$ cat config.mk
export PLATFORM = sky130hd
export DESIGN_NAME = fagcr_top
export DESIGN_NICKNAME = d
export VERILOG_FILES = /design/src/core/fagcr_pkg.sv /design/src/core/fagcr_top.sv
export SDC_FILE = /design/constraint.sdc
export NUM_CORES = 1
export LEC_CHECK = 0
export CAP_MARGIN = 20
export CORE_ASPECT_RATIO = 1.25
export CORE_MARGIN = 10
export CORE_UTILIZATION = 53
export CTS_CLUSTER_SIZE = 20
export DETAILED_ROUTE_END_ITERATION = 7
export DONT_BUFFER_PORTS = 1
export GPL_TIMING_DRIVEN = 0
export MAX_ROUTING_LAYER = met4
export PLACE_DENSITY = 0.68
export SETUP_SLACK_MARGIN = 0.5
export SLEW_MARGIN = 20
export SYNTH_ARGS = -nofsm -noshare
export SYNTH_HDL_FRONTEND = slang
export SYNTH_SLANG_ARGS = --single-unit
$ cat constraint.sdc
create_clock -name clk -period 2.5 [get_ports clk]
set_input_delay 0.25 -clock clk [delete_from_list [all_inputs] [get_ports clk]]
set_output_delay 0.25 -clock clk [all_outputs]
set_load 0.01 [all_outputs]
$ cat src/core/fagcr_pkg.sv
// constants for the fast address gate and cpu reset block
package fagcr_pkg;
    localparam logic [15:0] FAGCR_REG_ADDR     = 16'h0092;
    localparam logic [7:0]  FAGCR_REG_RESET    = 8'h24;
    localparam logic [7:0]  FAGCR_FIXED_MASK   = 8'hFC;
    localparam logic [7:0]  FAGCR_FIXED_VALUE  = 8'h24;
    localparam int          FAGCR_BIT_RST      = 0;
    localparam int          FAGCR_BIT_GATE     = 1;
    localparam int          FAGCR_CLK_HZ       = 20000000;
    localparam int          FAGCR_DELAY_NS     = 14000;
    localparam int          FAGCR_PULSE_NS     = 6000;
    localparam int          FAGCR_CLK_NS       = 1000000000 / FAGCR_CLK_HZ;
    // least times round up to whole cycles
    localparam int          FAGCR_DELAY_CYC    = (FAGCR_DELAY_NS + FAGCR_CLK_NS - 1) / FAGCR_CLK_NS;
    localparam int          FAGCR_PULSE_CYC    = (FAGCR_PULSE_NS + FAGCR_CLK_NS - 1) / FAGCR_CLK_NS;
    localparam int          FAGCR_CNT_W        = 10;

    typedef enum logic [1:0]
    {
        FAGCR_IDLE  = 2'b00,
        FAGCR_WAIT  = 2'b01,
        FAGCR_PULSE = 2'b10,
        FAGCR_DONE  = 2'b11
    } fagcr_state_t;
endpackage

$ cat src/core/fagcr_top.sv
// fast address gate and fast cpu reset register with pulse timer
`timescale 1ns/1ps
// Summary of operation
// (RULE1) gate and reset come from keyboard controller or from the fast register.
// (RULE2) fast register access only while configuration enable bit is set.
// (RULE3) reserved bits read back as fixed 00,1,0,0,1 pattern.
// (RULE4) bit 1 written sets the fast address gate level.
// (RULE5) reset clears bit 0; bit 0 is host readable and writable.
// (RULE6) writing bit 0 high gives low pulse of 6 us after 14 us delay.
// (RULE7) bit 0 must return to 0 before another pulse is made.
// (RULE8) after reset the fast cpu reset output stays high, bit 0 zero.
// (RULE9) after reset the fast address gate is low.
// (RULE10) when enabled, fast pulse ANDs with controller reset onto reset pin.
// (RULE11) address mask low only when controller gate bit and fast gate both 0.
// (RULE12) controller port bit acts as the software address gate input.
// (RULE13) write of 1 to bit 0 detected; counters on device clock time it.
// (RULE14) while disabled, writes ignored and reads leave data bus undriven.
module fagcr_top
    import fagcr_pkg::*;
#(
    parameter int DELAY_CYC = fagcr_pkg::FAGCR_DELAY_CYC,
    parameter int PULSE_CYC = fagcr_pkg::FAGCR_PULSE_CYC
)
(
    input  wire logic        clk,
    input  wire logic        arst_n,
    input  wire logic [15:0] io_addr,
    input  wire logic        io_wr,
    input  wire logic        io_rd,
    input  wire logic [7:0]  io_wdata,
    output logic      [7:0]  io_rdata,
    output logic             io_rdata_oe,
    input  wire logic        kbc_reset_gate_config,
    input  wire logic        kbc_gate_port_bit,
    input  wire logic        kbc_cpu_reset_n,
    input  wire logic        reset_pin_invert,
    output logic             fast_addr_gate,
    output logic             fast_cpu_reset_n,
    output logic             cpu_addr_wrap_mask_n,
    output logic             keyboard_reset_out
);
    import fagcr_pkg::*;

    logic [1:0]             en_sync_ff;
    logic [1:0]             gate_sync_ff;
    logic [1:0]             kbrst_sync_ff;
    logic [1:0]             inv_sync_ff;
    logic                   rst_bit_ff;
    logic                   gate_bit_ff;
    logic [7:0]             rdata_ff;
    logic                   rdata_oe_ff;
    fagcr_state_t           state_ff;
    fagcr_state_t           nxt_state;
    logic [FAGCR_CNT_W-1:0] cnt_ff;
    logic [FAGCR_CNT_W-1:0] nxt_cnt;
    logic                   pulse_ff;
    logic                   out_mask_ff;
    logic                   out_kbrst_ff;
    logic                   hit;
    logic                   wr_hit;
    logic                   rd_hit;
    logic                   arm;
    logic                   cfg_en;
    logic                   kbc_gate_s;
    logic                   kbc_rst_n_s;
    logic                   pin_invert_s;
    logic                   fast_rst_n_ff;

    // pins from other devices are asynchronous to clk
    always_ff @(posedge clk or negedge arst_n)
    begin
        if (!arst_n)
        begin
            en_sync_ff    <= 2'h0;
            gate_sync_ff  <= 2'h0;
            kbrst_sync_ff <= 2'h3;
            inv_sync_ff   <= 2'h0;
        end
        else
        begin
            en_sync_ff    <= {en_sync_ff[0], kbc_reset_gate_config};
            gate_sync_ff  <= {gate_sync_ff[0], kbc_gate_port_bit};
            kbrst_sync_ff <= {kbrst_sync_ff[0], kbc_cpu_reset_n};
            inv_sync_ff   <= {inv_sync_ff[0], reset_pin_invert};
        end
    end

    // only the second stage of each synchroniser is read
    assign cfg_en       = en_sync_ff[1];
    assign kbc_gate_s   = gate_sync_ff[1];
    assign kbc_rst_n_s  = kbrst_sync_ff[1];
    assign pin_invert_s = inv_sync_ff[1];

    assign hit    = (io_addr == FAGCR_REG_ADDR) && cfg_en; // RULE2
    assign wr_hit = hit && io_wr; // RULE14
    assign rd_hit = hit && io_rd; // RULE14
    // only a 0-to-1 change of bit 0 starts a pulse
    assign arm    = wr_hit && io_wdata[FAGCR_BIT_RST] && !rst_bit_ff; // RULE7 RULE13

    always_ff @(posedge clk or negedge arst_n)
    begin
        if (!arst_n)
        begin
            rst_bit_ff <= FAGCR_REG_RESET[FAGCR_BIT_RST]; // RULE5 RULE8
        end
        else if (wr_hit)
        begin
            rst_bit_ff <= io_wdata[FAGCR_BIT_RST]; // RULE5
        end
    end

    always_ff @(posedge clk or negedge arst_n)
    begin
        if (!arst_n)
        begin
            gate_bit_ff <= FAGCR_REG_RESET[FAGCR_BIT_GATE]; // RULE9
        end
        else if (wr_hit)
        begin
            gate_bit_ff <= io_wdata[FAGCR_BIT_GATE]; // RULE4
        end
    end

    // bus left undriven when not addressed
    always_ff @(posedge clk or negedge arst_n)
    begin
        if (!arst_n)
        begin
            rdata_oe_ff <= 1'b0;
        end
        else
        begin
            rdata_oe_ff <= rd_hit; // RULE14
        end
    end

    // byte holds between reads; harmless while oe is low
    always_ff @(posedge clk or negedge arst_n)
    begin
        if (!arst_n)
        begin
            rdata_ff <= 8'h00;
        end
        else if (rd_hit)
        begin
            rdata_ff <= (FAGCR_FIXED_VALUE & FAGCR_FIXED_MASK)
                      | {6'h00, gate_bit_ff, rst_bit_ff}; // RULE3
        end
    end

    always_comb
    begin
        nxt_state = state_ff;
        unique case (state_ff)
            FAGCR_IDLE:
            begin
                if (arm)
                begin
                    nxt_state = FAGCR_WAIT; // RULE13
                end
            end
            FAGCR_WAIT:
            begin
                if (cnt_ff == '0)
                begin
                    nxt_state = FAGCR_PULSE; // RULE6
                end
            end
            FAGCR_PULSE:
            begin
                if (cnt_ff == '0)
                begin
                    nxt_state = FAGCR_DONE; // RULE6
                end
            end
            FAGCR_DONE:
            begin
                // rearm only after bit 0 is back at 0
                if (!rst_bit_ff)
                begin
                    nxt_state = FAGCR_IDLE; // RULE7
                end
            end
        endcase
    end

    // one down counter serves both phases, loaded on entry to each
    always_comb
    begin
        nxt_cnt = cnt_ff;
        unique case (state_ff)
            FAGCR_IDLE:
            begin
                if (arm)
                begin
                    nxt_cnt = FAGCR_CNT_W'(DELAY_CYC - 1); // RULE6
                end
            end
            FAGCR_WAIT:
            begin
                if (cnt_ff == '0)
                begin
                    nxt_cnt = FAGCR_CNT_W'(PULSE_CYC - 1); // RULE6
                end
                else
                begin
                    nxt_cnt = cnt_ff - 1'b1; // RULE13
                end
            end
            FAGCR_PULSE:
            begin
                if (cnt_ff != '0)
                begin
                    nxt_cnt = cnt_ff - 1'b1; // RULE13
                end
            end
            FAGCR_DONE:
            begin
                nxt_cnt = '0;
            end
        endcase
    end

    always_ff @(posedge clk or negedge arst_n)
    begin
        if (!arst_n)
        begin
            state_ff <= FAGCR_IDLE;
        end
        else
        begin
            state_ff <= nxt_state;
        end
    end

    always_ff @(posedge clk or negedge arst_n)
    begin
        if (!arst_n)
        begin
            cnt_ff <= '0;
        end
        else
        begin
            cnt_ff <= nxt_cnt;
        end
    end

    // a write of 0 mid pulse does not cut it short
    always_ff @(posedge clk or negedge arst_n)
    begin
        if (!arst_n)
        begin
            pulse_ff <= 1'b0;
        end
        else
        begin
            pulse_ff <= (nxt_state == FAGCR_PULSE); // RULE6
        end
    end

    // own flop so the cpu reset pin has no inverter after the register
    always_ff @(posedge clk or negedge arst_n)
    begin
        if (!arst_n)
        begin
            fast_rst_n_ff <= 1'b1; // RULE8
        end
        else
        begin
            fast_rst_n_ff <= (nxt_state != FAGCR_PULSE); // RULE6
        end
    end

    // outputs from flops so the cpu pins never glitch
    always_ff @(posedge clk or negedge arst_n)
    begin
        if (!arst_n)
        begin
            out_mask_ff <= 1'b0;
        end
        else
        begin
            out_mask_ff <= kbc_gate_s | gate_bit_ff; // RULE11 RULE12
        end
    end

    // fast pulse only counts while the register is enabled
    always_ff @(posedge clk or negedge arst_n)
    begin
        if (!arst_n)
        begin
            out_kbrst_ff <= 1'b0;
        end
        else
        begin
            out_kbrst_ff <= (kbc_rst_n_s & (!cfg_en | !pulse_ff))
                          ^ pin_invert_s; // RULE1 RULE10
        end
    end

    assign fast_addr_gate       = gate_bit_ff; // RULE4
    assign fast_cpu_reset_n     = fast_rst_n_ff; // RULE8
    assign cpu_addr_wrap_mask_n = out_mask_ff;
    assign keyboard_reset_out   = out_kbrst_ff;
    assign io_rdata             = rdata_ff;
    assign io_rdata_oe          = rdata_oe_ff;
endmodule

==> run summary <==
The run finished with clean final reports. The headroom to the max-slew limit was 0.4975. The part of the power in combinational logic came out at 0.039. The routed via count came out at 1206. The kind of launch point of the worst setup path was a register.

Derived from the worst setup path, the maximum achievable clock frequency is 0.4752 GHz. On the final layout, the worst clock skew is 0.007543 ns. The logs give 21 for the number of rows created at floorplan and 0 for the number of antenna repair diodes. The tool flagged a number of max-cap violations equal to 0.

The total power per unit cell area was 500.5 mW/mm²; the area of all sequential standard cells was 757.0 µm². The share of async-settable or async-resettable flops after synthesis was 1.000; the detailed-placement wirelength estimate was 2.506 mm. The floorplan step set the die height to 79.04 µm.

Fill cells in the final layout number 188. Summed over all cells, the static leakage comes to 0.8149 nW. Overall global routing resource usage: 0.1419. Setup repair after global routing could not meet its margin everywhere. TritonCTS built the clock tree. The final critical-path required period was 2.105 ns. The final max-slew violation count was 0. Total buffers and inverters traversed by the critical path: 2. Across the VDD grid, the largest voltage drop is 0.5029 mV.

Yosys printed 0 warnings. For the final cell utilization of the core, the log shows 0.6979. The root buffer cell chosen for the clock tree is clkbuf_4. On the critical path, the stage with the largest delay is an instance of or4b_4. Counting the buffers created by CTS gives 5.

The DRC violations left was 0. The tree built by TritonCTS fans out to 30 sinks. The number of antenna violations at the first check in global routing came out at 0. Counting distinct cell types in the post-synthesis netlist gives 41. For the share of power burned in the clock network, the log shows 0.427.

In the final routed layout, each cell accounts on average for 17.96 µm. The longest individual stage delay on the worst path is 0.51 ns, and the width of the die is 67.23 µm. The via density per instance is 5.854. Among cell families on the critical path, the largest total delay comes from simple AND/OR/NAND/NOR gates. The first TritonRoute pass finished after 4 iterations.

Setup violations remaining at the end of the flow were counted as 0. The starting density of the core was 0.5514; the measured slew at the worst slew-check pin was 0.7538 ns. The first global-routing pass estimated 5.671 mm of wire. For the instance count of the mapped netlist, the log shows 147.

Counting along the longest clock path gives a buffer depth of 2. Traced cell by cell, the critical path runs through inv_2 > ha_1 > or4b_4 > or3_4 > buf_8 > a21oi_4 > o32ai_4 > nor3_2. The logs give 0.0001844 W for the power dissipated by switching net loads and 0.001478 mm² for the summed instance area of the synthesized netlist. For this block, the initial DRC count from the detailed router was 69.

The final cycle utilization of the critical path was 0.8418. The register bit count reported by yosys is 30. The most used flip-flop cell after synthesis is dfrtp_1. At the worst endpoint, the required time is 2.76 ns. The hold violation total from the final report came out at 0.

In the final timing run, aggregate negative setup slack is 0 ns. The core region is 0.002680 mm². Relative to the synthesized area, the layout overhead comes to 26.59%. The fraction of power spent switching nets is 0.1969, and the area used by multi-input combinational logic is 772.0 µm². The highest fanout seen on the critical path works out to 6.

The number of nets in the layout was 205; the largest net degree at the start of global routing was 31. The part of the Yosys area used for sequential elements was 0.5106. In this run the mean area of a mapped cell was 10.05 µm². The residual overflow from global routing was 0; the number of enable flip-flop cells after synthesis was 0.

The number of global-route vias before repair came out at 1194. The internal power consumption was 0.0007518 W; the fraction of final layout cells sized beyond drive strength 1 was 0.3081. STA classifies the critical path endpoint as a register. Summed over all layers, the routed wires come to 3.699 mm. Port buffering added 0 buffers. Data arrives at the worst endpoint at 2.36 ns. Clock latency on the worst-skew pair, taken at its later pin, is 0.33 ns. Routability-driven placement finished with a final weighted congestion of 0.8684. The classification of the worst setup path is register to register. The logs give 0 for the remaining number of nets flagged by the antenna check after routing and 0.534 for the sequential fraction of design power.

In this run the count of I/O pins placed on the die edge is 45. The finished cells cover 0.001871 mm². The placed instances occupy a cell area of 0.001536 mm².

In this run the worst hold path is classified as primary input to register. After clock tree synthesis, the clock-pin slew on the worst setup and hold paths is 0.09 ns. The floorplan step defined a die boundary enclosing 0.005313 mm². The run gives 2 as the number of levels in the clock H-tree.
==> worst reg2reg max path, stage by stage (launching register included) <==
cell,delay (ns)
dfrtp_1,0.41
inv_2,0.07
ha_1,0.13
or4b_4,0.51
or3_4,0.36
buf_8,0.14
a21oi_4,0.18
o32ai_4,0.12
nor3_2,0.13
==> area by class of cell <==
cell class | count | share of cell area
Multi-Input combinational cell | 106 | 0.4127
Clock buffer | 7 | 0.02943
Sequential cell | 30 | 0.4047
Inverter | 5 | 0.01003
Buffer | 9 | 0.03478
Tap cell | 34 | 0.02274
Timing Repair Buffer | 14 | 0.06957
Clock inverter | 1 | 0.01605
==> sequential cells by signal, indices dropped and copies added (netlist names) <==
register and count:
fast_addr_gate 1, cnt_ff 10, pulse_ff 1, kbrst_sync_ff 2
state_ff 2, gate_sync_ff 2, fast_cpu_reset_n 1, inv_sync_ff 2
io_rdata 3, rst_bit_ff 1, io_rdata_oe 1, keyboard_reset_out 1
cpu_addr_wrap_mask_n 1, en_sync_ff 2
==> cells by family after synthesis <==
| family | synth area share |
|---|---|
| AOI/OAI and AO/OA | 0.1372 |
| xor gates and xnor gates | 0.01778 |
| adders and majority gates | 0.01693 |
| buffers and inverters | 0.04827 |
| DFF | 0.5106 |
| muxes | 0.04403 |
| other | 0.002538 |
| and+or+nand+nor | 0.2227 |
==> synthesized netlist by cell type, drive strengths merged, types with 2 or more instances <==
master / count / area, µm²
nor2: 14 / 52.55
nor3: 8 / 50.05
and4: 2 / 17.52
a31oi: 2 / 12.51
inv: 5 / 18.77
a21oi: 8 / 40.04
o32ai: 2 / 17.52
clkbuf: 4 / 15.01
mux2: 4 / 45.04
o21ai: 4 / 20.02
dfrtp: 27 / 675.7
nor4: 2 / 12.51
nor4b: 2 / 17.52
nor2b: 3 / 18.77
or4b: 2 / 20.02
a211oi: 6 / 50.05
nand2: 18 / 67.56
mux2i: 2 / 20.02
buf: 5 / 37.54
dfstp: 3 / 78.83
ha: 2 / 25.02
o22ai: 2 / 12.51
or2: 2 / 12.51
xnor2: 2 / 17.52
or3: 2 / 12.51
==> per-layer routing <==
layer / wire length [µm] / GRT usage / up-vias / share of wire
met4: 124 / 0.07819 / 0 / 0.034
met5: 0 / - / - / 0
met2: 2013 / 0.2348 / 50 / 0.54
li1: - / - / 570 / -
met3: 269 / 0.05056 / 9 / 0.073
met1: 1292 / 0.1405 / 577 / 0.35
==> through the flow <==
step | hold slack, ns | power [W] | setup slack (ns) | cells
after floorplan | -0.04559 | 0.0005228 | 0.5322 | 150
after detailed placement | -0.04452 | 0.0005251 | 0.3628 | 184
after global routing | 0.05506 | 0.0009695 | 0.3519 | 206
final | 0.06371 | 0.0009362 | 0.3954 | 206
after CTS | 0.04500 | 0.0009457 | 0.4596 | 200
after global placement | -0.04473 | 0.0005244 | 0.3850 | 184
==> power by group through the flow <==
stage	registers, W	clock network, W	logic, W
after global routing	0.000501	0.000428	0.0000409
final	0.000500	0.000400	0.0000364
after detailed placement	0.000509	0	0.0000158
after global placement	0.000509	0	0.0000153
after floorplan	0.000508	0	0.0000147
after CTS	0.000500	0.000410	0.0000358
==> timing repair <==
action                                 4_1_cts  5_1_grt
endpoints found under the hold margin       34        0
resized for setup                            7       19
setup buffers                                2        6
hold buffers                                 6        0
pin swaps                                    0        1
setup endpoints to repair                    9       10
==> worst paths after layout <==
kind | startpoint | end | slack, ns | cells after the start
max | cnt_ff[0]$_DFFE_PN0P_ | cnt_ff[8]$_DFFE_PN0P_ | 0.40 | 8
min | io_wdata[1] | fast_addr_gate$_DFFE_PN0N_ | 0.06 | 1
max reg2reg | cnt_ff[0]$_DFFE_PN0P_ | cnt_ff[8]$_DFFE_PN0P_ | 0.40 | 8
min reg2reg | inv_sync_ff[0]$_DFF_PN0_ | inv_sync_ff[1]$_DFF_PN0_ | 0.35 | 0
max in group asynchronous | arst_n | fast_cpu_reset_n$_DFF_PN1_ | 1.92 | 2
min in group asynchronous | arst_n | gate_sync_ff[0]$_DFF_PN0_ | 0.34 | 2
==> placed cells by master, fill, tap and decap left out, types with 2 or more instances in the layout <==
cell            n
a211oi_1        5
a21oi_1         7
a31oi_1         2
and4_1          2
buf_4          13
clkbuf_1        3
clkbuf_4        5
conb_1          4
dfrtp_1        25
dfrtp_2         2
dfstp_2         3
dlygate4sd3_1   5
ha_1            2
inv_1           3
inv_2           2
mux2_2          4
mux2i_1         2
nand2_1        18
nor2_1         14
nor2b_1         3
nor3_1          5
nor3_4          2
o21ai_0         4
o22ai_1         2
or2_2           2
or4b_4          2
Note: power is estimated with default switching activity, not from simulation.
